File: config.mk
export PLATFORM = sky130hd
export DESIGN_NAME = rcio_remote_io
export DESIGN_NICKNAME = d
export VERILOG_FILES = /design/src/design/rcio_pkg.sv /design/src/design/rcio_debounce.sv /design/src/design/rcio_remote_io.sv
export SDC_FILE = /design/constraint.sdc
export NUM_CORES = 1
export LEC_CHECK = 0
export CAP_MARGIN = 40
export CORE_MARGIN = 3
export CORE_UTILIZATION = 58
export CTS_CLUSTER_DIAMETER = 120
export DETAILED_ROUTE_END_ITERATION = 8
export DONT_BUFFER_PORTS = 1
export PLACE_DENSITY = 0.77
export SETUP_SLACK_MARGIN = 0.02
export SYNTH_ARGS = -nofsm -noshare
export SYNTH_HDL_FRONTEND = slang
export SYNTH_SLANG_ARGS = --single-unit
File: constraint.sdc
create_clock -name aclk -period 3.7 [get_ports aclk]
set_input_delay 0.37 -clock aclk [delete_from_list [all_inputs] [get_ports aclk]]
set_output_delay 0.37 -clock aclk [all_outputs]
set_load 0.005 [all_outputs]
File: src/design/rcio_pkg.sv
// Constants and types shared by the remote parallel control block
// Function
// - Remote select closed enables request pin
// - Closed request switches high voltage on
// - Request closed-to-open clears latched errors
// - Open safety loop forces output off
// - Status outputs are open-collector pull-downs
// - Power status low while powered on
// - High-voltage status low while output on
// - Control-source output low in local mode
// - Run status low in steady running
// - First threshold output low below threshold
// - Second threshold output low, independent
// - Fault output low unless error active
// - Scale switch picks linear or logarithmic
// - Log output twice log difference, 8 V
// - Ground fault latches code, stops operation
// - Bypass switch ignores ground fault
// - Indicator blinks continuously after power-up
// - Soft start done below threshold enters run
// - Remote mode ignores keys except power
package rcio_pkg;

    // ----------------------------------------
    // Timing
    // ----------------------------------------
    localparam int unsigned CLK_PERIOD_NS = 5;
    localparam int unsigned DEB_TIME_NS = 1000000;
    localparam int unsigned DEB_CYCLES = DEB_TIME_NS / CLK_PERIOD_NS;
    localparam int unsigned BLINK_TIME_NS = 500000000;
    localparam int unsigned BLINK_CYCLES = BLINK_TIME_NS / CLK_PERIOD_NS;

    // ----------------------------------------
    // Register map
    // ----------------------------------------
    localparam logic [7:0] ADDR_CTRL = 8'h00;
    localparam logic [7:0] ADDR_STATUS = 8'h04;
    localparam logic [7:0] ADDR_THR1 = 8'h08;
    localparam logic [7:0] ADDR_THR2 = 8'h0c;
    localparam logic [7:0] ADDR_ANALOG = 8'h10;
    localparam logic [7:0] ADDR_LOGZERO = 8'h14;
    localparam logic [7:0] ADDR_ERRCLR = 8'h18;
    localparam int unsigned CTRL_POWER = 0;
    localparam int unsigned CTRL_SERIAL_HV = 1;
    localparam int unsigned CTRL_REMOTE = 2;
    localparam logic signed [15:0] THR_RESET = 16'shf830;
    localparam logic signed [15:0] LOGZERO_RESET = 16'shd8f0;
    localparam logic [1:0] RESP_OKAY = 2'h0;
    localparam logic [1:0] RESP_SLVERR = 2'h2;

    // ----------------------------------------
    // Analog scaling and pins
    // ----------------------------------------
    localparam logic [15:0] LIN_DIV = 16'h0003;
    localparam logic signed [17:0] LOG_FULL_MV = 18'sh01f40;
    localparam int unsigned N_OC = 7;
    localparam int unsigned PIN_POWER = 0;
    localparam int unsigned PIN_HV = 1;
    localparam int unsigned PIN_LOCAL = 2;
    localparam int unsigned PIN_RUN = 3;
    localparam int unsigned PIN_P1 = 4;
    localparam int unsigned PIN_P2 = 5;
    localparam int unsigned PIN_FAULT = 6;

    // ----------------------------------------
    // Types
    // ----------------------------------------
    typedef enum logic [1:0] {ST_OFF, ST_SOFT, ST_RUN} rcio_run_t;

    typedef struct packed {
        logic awvalid; logic [7:0] awaddr;
        logic wvalid; logic [31:0] wdata; logic [3:0] wstrb;
        logic bready;
        logic arvalid; logic [7:0] araddr;
        logic rready;
    } rcio_axil_req_t;

    typedef struct packed {
        logic awready; logic wready;
        logic bvalid; logic [1:0] bresp;
        logic arready;
        logic rvalid; logic [31:0] rdata; logic [1:0] rresp;
    } rcio_axil_rsp_t;

    typedef struct packed {
        logic [N_OC-1:0] out;
        logic [N_OC-1:0] oe;
    } rcio_oc_t;

    typedef struct packed {
        logic remote; logic power; logic hv; logic run;
        logic p1; logic p2; logic err_loop; logic err_ground; logic err_run;
        logic sel; logic req; logic scale_log; logic blink;
    } rcio_status_t;

endpackage : rcio_pkg

File: src/design/rcio_debounce.sv
// Two-flop synchroniser with stable-count debounce for one level input
`timescale 1ns/1ps
module rcio_debounce
    import rcio_pkg::*;
#(
    parameter int unsigned STABLE_CYCLES = DEB_CYCLES
) (
    // Clock and reset
    input wire logic aclk,
    input wire logic aresetn,
    // Level in and clean level out
    input wire logic din,
    output logic dout
);

    typedef struct packed {
        logic s1; logic s2; logic out; logic [31:0] cnt;
    } rcio_deb_st_t;

    rcio_deb_st_t s;
    rcio_deb_st_t next_s;

    always_comb begin
        next_s = s;
        next_s.s1 = din;
        next_s.s2 = s.s1;
        // Only the second flop is compared; the first may be metastable
        if (s.s2 == s.out) begin
            next_s.cnt = 32'h0;
        end else if (s.cnt >= STABLE_CYCLES - 1) begin
            next_s.out = s.s2;
            next_s.cnt = 32'h0;
        end else begin
            next_s.cnt = s.cnt + 32'h1;
        end
    end

    always_ff @(posedge aclk) begin
        if (!aresetn) begin
            s <= '0;
        end else begin
            s <= next_s;
        end
    end

    assign dout = s.out;

endmodule : rcio_debounce

File: src/design/rcio_remote_io.sv
// Remote parallel control connector logic with register access
//
// The AXI4-Lite interface to the registers and the placing of the registers were left to the implementer.
`timescale 1ns/1ps
module rcio_remote_io
    import rcio_pkg::*;
#(
    parameter int unsigned DEBOUNCE_CYCLES = DEB_CYCLES,
    parameter int unsigned BLINK_HALF_CYCLES = BLINK_CYCLES
) (
    // Clock and reset
    input wire logic aclk,
    input wire logic aresetn,
    // Register bus
    input wire rcio_axil_req_t req,
    output rcio_axil_rsp_t rsp,
    // Remote connector inputs, high when closed to the supply pin
    input wire logic control_source_select_in,
    input wire logic high_voltage_request,
    input wire logic safety_loop_in,
    // Remote connector status outputs
    output rcio_oc_t pins,
    // Rear switches
    input wire logic scale_log_sel,
    input wire logic ground_fault_bypass,
    // Front panel keys, one-cycle pulses
    input wire logic key_power,
    input wire logic key_hv,
    input wire logic key_remote,
    // Supply and measurement
    input wire logic ground_fault_in,
    input wire logic run_fault_in,
    input wire logic current_below_in,
    input wire logic [15:0] current_ua,
    input wire logic signed [15:0] log_pressure,
    // Indications
    output logic high_voltage_on,
    output logic loop_open_code,
    output logic ground_fault_code,
    output logic [15:0] analog_mv,
    output logic panel_blink
);

    typedef struct packed {
        logic aw_got; logic [7:0] aw_addr;
        logic w_got; logic [31:0] w_data; logic [3:0] w_strb;
        logic bvalid; logic [1:0] bresp;
        logic rvalid; logic [1:0] rresp; logic [31:0] rdata;
        logic power; logic serial_hv; logic remote; logic local_hv;
        logic signed [15:0] thr1;
        logic signed [15:0] thr2;
        logic signed [15:0] log_zero;
        logic err_ground; logic err_run; logic req_prev;
        logic hv; rcio_run_t run_st;
        logic p1; logic p2;
        logic [15:0] ana;
        logic [31:0] blink_cnt; logic blink;
    } rcio_state_t;

    rcio_state_t s;
    rcio_state_t next_s;

    // ----------------------------------------
    // Input conditioning
    // ----------------------------------------
    logic [2:0] raw_in;
    logic [2:0] clean_in;
    logic sel_c;
    logic req_c;
    logic loop_c;

    assign raw_in = {safety_loop_in, high_voltage_request, control_source_select_in};

    genvar gi;
    generate
        for (gi = 0; gi < 3; gi++) begin : g_deb
            rcio_debounce #(
                .STABLE_CYCLES(DEBOUNCE_CYCLES)
            ) u_deb (
                .aclk(aclk),
                .aresetn(aresetn),
                .din(raw_in[gi]),
                .dout(clean_in[gi])
            );
        end
    endgenerate

    assign sel_c = clean_in[0];
    assign req_c = clean_in[1];
    assign loop_c = clean_in[2];

    // ----------------------------------------
    // Derived levels
    // ----------------------------------------
    logic err_any;
    logic par_sel;
    rcio_status_t status;

    // open loop counts as an active error
    assign err_any = s.err_ground | s.err_run | !loop_c;
    // request pin only steers in remote mode with select closed
    assign par_sel = s.remote & sel_c;

    always_comb begin
        status = '0;
        status.remote = s.remote;
        status.power = s.power;
        status.hv = s.hv;
        status.run = (s.run_st == ST_RUN);
        status.p1 = s.p1;
        status.p2 = s.p2;
        status.err_loop = !loop_c;
        status.err_ground = s.err_ground;
        status.err_run = s.err_run;
        status.sel = sel_c;
        status.req = req_c;
        status.scale_log = scale_log_sel;
        status.blink = s.blink;
    end

    function automatic logic [15:0] merge16(input logic [15:0] old, input logic [31:0] d,
                                            input logic [3:0] be);
        logic [15:0] r;
        r = old;
        if (be[0]) begin
            r[7:0] = d[7:0];
        end
        if (be[1]) begin
            r[15:8] = d[15:8];
        end
        return r;
    endfunction : merge16

    // ----------------------------------------
    // Next state
    // ----------------------------------------
    logic hv_cmd;
    logic clr_err;
    logic signed [17:0] log_diff;
    logic [15:0] lin_mv;

    always_comb begin
        next_s = s;
        hv_cmd = 1'b0;
        clr_err = 1'b0;
        log_diff = 18'sh0;
        lin_mv = 16'h0;

        // Register bus: address and data may arrive in either order
        if (req.awvalid && !s.aw_got && !s.bvalid) begin
            next_s.aw_got = 1'b1;
            next_s.aw_addr = req.awaddr;
        end
        if (req.wvalid && !s.w_got && !s.bvalid) begin
            next_s.w_got = 1'b1;
            next_s.w_data = req.wdata;
            next_s.w_strb = req.wstrb;
        end
        if (s.bvalid && req.bready) begin
            next_s.bvalid = 1'b0;
        end
        if (s.aw_got && s.w_got && !s.bvalid) begin
            next_s.aw_got = 1'b0;
            next_s.w_got = 1'b0;
            next_s.bvalid = 1'b1;
            next_s.bresp = RESP_OKAY;
            case (s.aw_addr)
                ADDR_CTRL: begin
                    if (s.w_strb[0]) begin
                        next_s.power = s.w_data[CTRL_POWER];
                        next_s.serial_hv = s.w_data[CTRL_SERIAL_HV];
                        next_s.remote = s.w_data[CTRL_REMOTE];
                    end
                end
                ADDR_THR1: next_s.thr1 = merge16(s.thr1, s.w_data, s.w_strb);
                ADDR_THR2: next_s.thr2 = merge16(s.thr2, s.w_data, s.w_strb);
                ADDR_LOGZERO: next_s.log_zero = merge16(s.log_zero, s.w_data, s.w_strb);
                ADDR_ERRCLR: clr_err = s.w_strb[0] & s.w_data[0];
                ADDR_STATUS, ADDR_ANALOG: begin
                end
                default: next_s.bresp = RESP_SLVERR;
            endcase
        end

        if (s.rvalid && req.rready) begin
            next_s.rvalid = 1'b0;
        end
        if (req.arvalid && !s.rvalid) begin
            next_s.rvalid = 1'b1;
            next_s.rresp = RESP_OKAY;
            next_s.rdata = 32'h0;
            case (req.araddr)
                ADDR_CTRL: begin
                    next_s.rdata[CTRL_POWER] = s.power;
                    next_s.rdata[CTRL_SERIAL_HV] = s.serial_hv;
                    next_s.rdata[CTRL_REMOTE] = s.remote;
                end
                ADDR_STATUS: next_s.rdata = 32'(status);
                ADDR_THR1: next_s.rdata = {16'h0, s.thr1};
                ADDR_THR2: next_s.rdata = {16'h0, s.thr2};
                ADDR_ANALOG: next_s.rdata = {16'h0, s.ana};
                ADDR_LOGZERO: next_s.rdata = {16'h0, s.log_zero};
                ADDR_ERRCLR: next_s.rdata = 32'h0;
                default: next_s.rresp = RESP_SLVERR;
            endcase
        end

        // Front panel keys; the power key also acknowledges errors
        if (key_power) begin
            if (err_any) begin
                clr_err = 1'b1;
            end else begin
                next_s.power = !s.power;
            end
        end
        // only the power key works in remote mode
        if (!s.remote) begin
            if (key_hv) begin
                next_s.local_hv = !s.local_hv;
            end
            if (key_remote) begin
                next_s.remote = 1'b1;
            end
        end

        // release of the request pin clears latched errors
        next_s.req_prev = req_c;
        if (par_sel && s.req_prev && !req_c) begin
            clr_err = 1'b1;
        end
        if (clr_err) begin
            next_s.err_ground = 1'b0;
            next_s.err_run = 1'b0;
        end
        if (ground_fault_in && !ground_fault_bypass && s.power) begin
            next_s.err_ground = 1'b1;
        end
        if (run_fault_in && s.run_st != ST_OFF) begin
            next_s.err_run = 1'b1;
        end

        // A latched stop drops the local request so recovery needs a new key press
        if (next_s.err_ground || next_s.err_run || !loop_c || !next_s.power) begin
            next_s.local_hv = 1'b0;
        end

        // source selection; request level drives output in remote mode with select closed
        if (next_s.remote) begin
            hv_cmd = sel_c ? req_c : next_s.serial_hv;
        end else begin
            hv_cmd = next_s.local_hv;
        end
        // safety loop and any latched error force output off
        next_s.hv = next_s.power & hv_cmd & loop_c & !next_s.err_ground & !next_s.err_run;

        // soft start ends once current falls below threshold
        case (s.run_st)
            ST_OFF: begin
                if (next_s.hv) begin
                    next_s.run_st = ST_SOFT;
                end
            end
            ST_SOFT: begin
                if (!next_s.hv) begin
                    next_s.run_st = ST_OFF;
                end else if (current_below_in) begin
                    next_s.run_st = ST_RUN;
                end
            end
            ST_RUN: begin
                if (!next_s.hv) begin
                    next_s.run_st = ST_OFF;
                end
            end
            default: next_s.run_st = ST_OFF;
        endcase

        next_s.p1 = (log_pressure < s.thr1);
        next_s.p2 = (log_pressure < s.thr2);

        // scale switch; log output clamped to 8 V
        lin_mv = current_ua / LIN_DIV;
        log_diff = 18'(2 * (18'(log_pressure) - 18'(s.log_zero)));
        if (!scale_log_sel) begin
            next_s.ana = lin_mv;
        end else if (log_diff < 18'sh0) begin
            next_s.ana = 16'h0;
        end else if (log_diff > LOG_FULL_MV) begin
            next_s.ana = 16'(LOG_FULL_MV);
        end else begin
            next_s.ana = 16'(log_diff);
        end

        // indicator toggles forever while the control logic runs
        if (s.blink_cnt >= BLINK_HALF_CYCLES - 1) begin
            next_s.blink_cnt = 32'h0;
            next_s.blink = !s.blink;
        end else begin
            next_s.blink_cnt = s.blink_cnt + 32'h1;
        end
    end

    always_ff @(posedge aclk) begin
        if (!aresetn) begin
            s <= '0;
            s.run_st <= ST_OFF;
            s.thr1 <= THR_RESET;
            s.thr2 <= THR_RESET;
            s.log_zero <= LOGZERO_RESET;
        end else begin
            s <= next_s;
        end
    end

    // ----------------------------------------
    // Outputs
    // ----------------------------------------
    always_comb begin
        rsp.awready = !s.aw_got && !s.bvalid;
        rsp.wready = !s.w_got && !s.bvalid;
        rsp.bvalid = s.bvalid;
        rsp.bresp = s.bresp;
        rsp.arready = !s.rvalid;
        rsp.rvalid = s.rvalid;
        rsp.rdata = s.rdata;
        rsp.rresp = s.rresp;
    end

    always_comb begin
        // transistor conducts only to pull the line low
        pins.out = '0;
        pins.oe[PIN_POWER] = s.power;
        pins.oe[PIN_HV] = s.hv;
        pins.oe[PIN_LOCAL] = !s.remote;
        pins.oe[PIN_RUN] = (s.run_st == ST_RUN);
        pins.oe[PIN_P1] = s.p1;
        pins.oe[PIN_P2] = s.p2;
        pins.oe[PIN_FAULT] = !err_any;
    end

    assign high_voltage_on = s.hv;
    assign loop_open_code = !loop_c;
    assign ground_fault_code = s.err_ground;
    assign analog_mv = s.ana;
    assign panel_blink = s.blink;
endmodule : rcio_remote_io

==> results of run 1 <==
critical path: stages, from the launching register on:
cell and delay, ns:
dfxtp_1 0.36, ha_1 0.20, inv_1 0.06, fa_1 0.40
a21o_1 0.19, a21oi_1 0.23, o21ai_0 0.16, a21oi_2 0.21
o21ai_0 0.10, a21oi_1 0.19, o21ai_0 0.11, a31o_2 0.28
mux2i_1 0.16, nand4_1 0.11, buf_4 0.20, o41ai_1 0.39
report_power, final:
part / switching, mW / internal (mW)
combinational: 0.353 / 0.310
sequential: 0.0847 / 2.91
clock: 1.10 / 1.66
total: 1.53 / 4.88
cells by family after synthesis:
logic type | share of synthesized area
and+or+nand+nor | 0.2105
AOI/OAI and AO/OA | 0.1636
DFF | 0.3946
buffers and inverters | 0.07794
xor gates and xnor gates | 0.05733
muxes | 0.04622
adders and majority gates | 0.04952
other | 0.0002821
layout make-up:
cell class,count,share of cell area
repair buffers,74,0.04502
inverters,84,0.02124
well taps,280,0.02360
multi-input cells,1166,0.4953
clock inverters,10,0.009189
clock buffers,38,0.05227
flip-flops and latches,262,0.3534
metal layers:
layer / up-vias / global-route usage
met5: - / 0.001984
met2: 321 / 0.4280
met4: 0 / 0.08140
li1: 5395 / -
met1: 5135 / 0.3193
met3: 72 / 0.07891
cell usage after synthesis, types with 48 or more instances:
cell type  instances
dfxtp_1          262
inv_1             81
buf_4             67
nor2b_1           48
nor2_1           151
nand3_1           55
ha_1              51
o21ai_0           71
clkbuf_1          50
a21oi_1           56
nand2_1          163
mux2i_1           54
state kept, by name, indices dropped and copies added (netlist names), 3 cells and up:
name / cells
s: 115
g_deb.u_deb.s: 99
rsp: 20
analog_mv: 16
g_deb.u_deb.dout: 3
g_deb.u_deb.next_s: 3
pins: 3
final timing paths:
check                       startpoint              endpoint  slack (ns)  depth (start not counted)
max                              s[57]          analog_mv[7]        0.23                         15
min                            aresetn                s[165]       0.009                          1
max reg2reg                      s[57]          analog_mv[7]        0.23                         15
min reg2reg  g_deb[0].u_deb.next_s[33]  g_deb[0].u_deb.s[33]        0.44                          1
repair_timing:
action                     CTS  global route
setup endpoints to repair    0            12
setup buffers                0             1
hold endpoints to repair    95             6
gates resized for setup      0             5
hold buffers                33             2
==> results.ini, run 1 <==
[placement]
routabilityCongestion = 0.9165
placed_area_um2 = 13540
placed_cells = 1830
dp_hpwl_um = 23340
portBuffers = 0
pre_cts_ws_ns = -0.09960

[synthesis]
synth.top_cell.area_share = 0.3946
yosysWarnings = 0
synth_edf_count = 0
ys_ff_latch = 262
synth_top_cell_by_area = dfxtp_1
ys_seq_area_frac = 0.3946
avgSynthCellArea_um2 = 8.509
synth_flop_cell = dfxtp_1
syn-instance-count = 1562
syn_area_um2 = 13290
synth_area_leaders = dfxtp_1 39%, ha_1 4.8%, nand2_1 4.6%, nor2_1 4.3%, mux2i_1 4.1%
synth_cell_types = 86
synth-async-reset-ratio = 0

[timing]
setup_viol_count_final = 0
slew_headroom = 0.4824
post-route-min-period_ns = 3.473
finalSetupTns_ns = 0
finClkSkew_ns = 0.01799
finalMaxSlewViolations = 0
max_clock_freq_mhz = 287.9
rsz0062_at_grt = yes
setup_ws_ns = 0.2265
finalHoldViolCount = 0
period_share = 0.9388
whs_ns = 0.008765
worstMarginPinSlew_ns = 0.7738

[pwr]
power.total_mw = 6.414
ir_worst_vdd_mv = 0.3639
powerDensity_nw_per_um2 = 432.1
leakagePower_nw = 6.186

[clock_network]
clock-sinks = 262
cts_buffer_depth = 3
cts_tree = done
cts_root_buffer = clkbuf_16
htree_num_levels = 1
clkLatencyLatePin_ns = 0.54
cts_buffers = 26
clk_pin_slew_ns = 0.06

[finish]
finalNonFillerCells = 1914
final_area_um2 = 14840
nets = 1768
mostFrequentLayoutCells = 262 x dfxtp_1, 163 x nand2_1, 150 x nor2_1, 81 x inv_1, 73 x conb_1
final_common_cell = dfxtp_1
syn_to_final_growth_pct = 11.66
finish.utilization = 0.6697
regArea_um2 = 5245
final.fill_count = 1730
diodes = 0
multi_input_area_um2 = 7351
drive_gt1_frac = 0.07038

[detailed_routing]
wl_per_cell_um = 17.29
wl_um = 33090
drt-initial-drc-count = 986
wl_met3_um = 2953
wl_met2_um = 15350
num_vias = 10923
top_layer_used = met4
dr.pass1.iters = 5
viasPerCell = 5.707
ant_nets = 0
drc = 0
wl_met1_um = 13730

[floorplan]
die_width_um = 157.4
num_rows = 54
coreArea_um2 = 22160
io_pins = 177
dieArea_um2 = 24770
chipHeight_um = 157.4
initial_core_util = 0.5998

[grt]
grt_max_degree = 90
track_usage = 0.2568
grt.overflow.total = 0
grt_pass1_wl_um = 51900
antenna_found_initial = 0
grt_pass1_vias = 10399

[worst_setup_path]
worstPathMaxFanout = 9
criticalPathCategory = reg2reg
worstPathArrival_ns = 3.89
start_kind = flop
required_ns = 4.11
worst_setup_path_end_kind = flop

[job]
maxCapViolations = 0

[run_status]
status = complete, no violations

[min_path]
hold_class = in2reg

Power figures use the tool's default switching activity.
==> run 2: changes to the inputs <==
--- a/config.mk
+++ b/config.mk
@@ -11,7 +11,7 @@
 export CTS_CLUSTER_DIAMETER = 120
 export DETAILED_ROUTE_END_ITERATION = 8
 export DONT_BUFFER_PORTS = 1
-export PLACE_DENSITY = 0.77
+export PLACE_DENSITY = 0.74
 export SETUP_SLACK_MARGIN = 0.02
 export SYNTH_ARGS = -nofsm -noshare
 export SYNTH_HDL_FRONTEND = slang
==> run 2 against run 1 <==
  * Clock skew decreased by 0.00075 ns
  * Highest routed layer is now met5
  * Global-route usage increased by 0.88 points
  * Critical endpoint is now analog_mv[3]
  * Routed wire length increased by 1.6%
  * Worst hold slack got worse by 0.0016 ns
  * Core utilization increased by 0.21 points
  * Via count increased by 0.31%
  * Largest power group unchanged
  * Critical path depth unchanged
==> results.ini, run 2 (synthesis results as in run 1) <==
[placement]
placed_area_um2 = 13500  ; -0.26%
portBuffers = 0  ; unchanged
routabilityCongestion = 0.9781  ; +6.7%
dp_hpwl_um = 23670  ; +1.4%
pre_cts_ws_ns = -0.1205  ; -0.02088 ns

[min_path]
holdPathEnd = s[166]
hold_class = in2reg
whs_path_depth = 2  ; +1
hp-start = req[30]

[worst_setup_path]
cp_slowest_stage_delay_ns = 0.40  ; about the same
path_cells = ha_1 > inv_1 > fa_1 > a21o_1 > a21oi_1 > o21ai_0 > a21oi_1 > o21ai_0 > a21oi_2 > o21ai_0 > a31o_2 > mux2i_1 > nand4_1 > buf_4 > o41ai_2
required_ns = 4.15  ; +0.04 ns
start_kind = flop
slowest_stage = fa_1
reg2reg_slack_ns = 0.29  ; +0.06 ns
worstPathArrival_ns = 3.86  ; -0.03 ns
r2r_end = analog_mv[3]
worst_setup_path_end_kind = flop
worstPathMaxFanout = 7  ; -2
cp_top_family = compound AO/OA/AOI/OAI gates
criticalPathCategory = reg2reg
cp_common_cell = o21ai_0
r2r_start = s[57]
critPathBufInv = 2  ; unchanged
r2r_cells = 15  ; unchanged

[grt]
grt_pass1_wl_um = 53250  ; +2.6%
antenna_found_initial = 3  ; +3
track_usage = 0.2657  ; +0.008801
grt_max_degree = 60  ; -33%
grt_pass1_vias = 10296  ; -0.99%
grt.overflow.total = 0  ; unchanged

[timing]
finClkSkew_ns = 0.01724  ; -0.0007466 ns
max_clock_freq_mhz = 292.9  ; +1.7%
setup_ws_ns = 0.2856  ; +0.05908 ns
finalMaxSlewViolations = 0  ; unchanged
slew_headroom = 0.4273  ; -0.05508
worstMarginPinSlew_ns = 0.8569  ; +0.08310 ns
setup_viol_count_final = 0  ; unchanged
rsz0062_at_grt = no
period_share = 0.9228  ; -0.01597
post-route-min-period_ns = 3.414  ; -0.05908 ns
finalHoldViolCount = 0  ; unchanged

[finish]
largest_reg_flops = 115  ; unchanged
syn_to_final_growth_pct = 12.02
mostFrequentLayoutCells = 262 x dfxtp_1, 163 x nand2_1, 150 x nor2_1, 81 x inv_1, 73 x conb_1
final_common_cell = dfxtp_1
final_area_um2 = 14890  ; +0.32%
nets = 1765  ; -0.17%
finish.utilization = 0.6719  ; +0.002146
top_register = s
final.fill_count = 1815  ; +4.9%
drive_gt1_frac = 0.07112  ; +0.0007426

[detailed_routing]
wl_per_cell_um = 17.57  ; +1.6%
viasPerCell = 5.728  ; +0.36%
ant_nets = 0  ; unchanged
drc = 0  ; unchanged
drt-initial-drc-count = 852  ; -14%
wl_um = 33600  ; +1.6%
dr.pass1.iters = 5  ; unchanged
num_vias = 10957  ; +0.31%

[pwr]
powerDensity_nw_per_um2 = 440.0  ; +1.8%
leakagePower_nw = 6.196  ; +0.16%
ir_worst_vdd_mv = 0.3763  ; +3.4%

[run_status]
status = complete, no violations

[clock_network]
clk_pin_slew_ns = 0.06  ; about the same
htree_num_levels = 1  ; unchanged
cts_buffers = 27  ; +3.8%
cts_root_buffer = clkbuf_16
cts_tree = done
clock-sinks = 262  ; unchanged
cts_buffer_depth = 3  ; unchanged
clkLatencyLatePin_ns = 0.55  ; about the same

[job]
maxCapViolations = 0  ; unchanged

[floorplan]
coreArea_um2 = 22160  ; unchanged
num_rows = 54  ; unchanged
io_pins = 177  ; unchanged
die_width_um = 157.4  ; unchanged
dieArea_um2 = 24770  ; unchanged
initial_core_util = 0.5998  ; unchanged
chipHeight_um = 157.4  ; unchanged

-- run 2: through the flow --
stage / cells / setup TNS (ns) / power (mW) / hold slack, ns
final: 1913 / 0 / 6.551 / 0.007143
after global routing: 1913 / 0 / 6.793 / 0.002504
after CTS: 1909 / 0 / 6.562 / 0.0003628
after detailed placement: 1825 / -0.1947 / 3.643 / 0.4215
after global placement: 1822 / -0.07538 / 3.627 / 0.4197
after floorplan: 1634 / -0.06415 / 3.540 / 0.4119
-- run 2: timing repair --
action                     CTS  global route
setup buffers                0             1
setup endpoints to repair    0            12
hold buffers                35             1
hold endpoints to repair    85             1
resized for setup            0             8
-- run 2: cell type report --
| cell class | instances | area, µm² | share of cell area |
|---|---|---|---|
| antenna | 2 | 5.005 | 0.0003361 |
| clock buffer | 41 | 828.3 | 0.05563 |
| clock inverter | 8 | 132.6 | 0.008908 |
| inverter | 84 | 315.3 | 0.02118 |
| multi-input combinational | 1166 | 7362 | 0.4945 |
| sequential | 262 | 5245 | 0.3523 |
| tap | 280 | 350.3 | 0.02353 |
| timing repair buffer | 70 | 650.6 | 0.04370 |
-- run 2: how the worst max path moves through the flow --
stage / from / end / slack, ns / cells past startpoint
after global placement: current_ua[15] / analog_mv[0] / -0.06 / 15
after global routing: s[57] / analog_mv[3] / 0.03 / 15
after CTS: s[57] / analog_mv[3] / 0.16 / 15
final: s[57] / analog_mv[3] / 0.29 / 15
after floorplan: current_ua[14] / analog_mv[0] / -0.06 / 16
after detailed placement: current_ua[15] / analog_mv[0] / -0.12 / 15
-- run 2: report_power, final --
group | internal [mW] | switching (mW) | total, mW
Clock | 1.75 | 1.15 | 2.90
Combinational | 0.306 | 0.355 | 0.660
Sequential | 2.91 | 0.0849 | 2.99
Total | 4.97 | 1.58 | 6.55
-- run 2: layer usage --
| metal | routed length [µm] | GRT usage | share of wire | vias to the layer above |
|---|---|---|---|---|
| li1 | - | - | - | 5400 |
| met1 | 14410 | 0.3426 | 0.43 | 5124 |
| met2 | 15440 | 0.4409 | 0.46 | 359 |
| met3 | 2689 | 0.06186 | 0.080 | 72 |
| met4 | 1046 | 0.08802 | 0.031 | 2 |
| met5 | 12 | 0 | 0.00036 | - |
-- run 2: worst reg2reg max path, stage by stage, from the launching register on --
cell and delay [ns]:
dfxtp_1 0.36, ha_1 0.18, inv_1 0.06, fa_1 0.40
a21o_1 0.20, a21oi_1 0.21, o21ai_0 0.11, a21oi_1 0.19
o21ai_0 0.13, a21oi_2 0.20, o21ai_0 0.13, a31o_2 0.31
mux2i_1 0.18, nand4_1 0.15, buf_4 0.20, o41ai_2 0.32
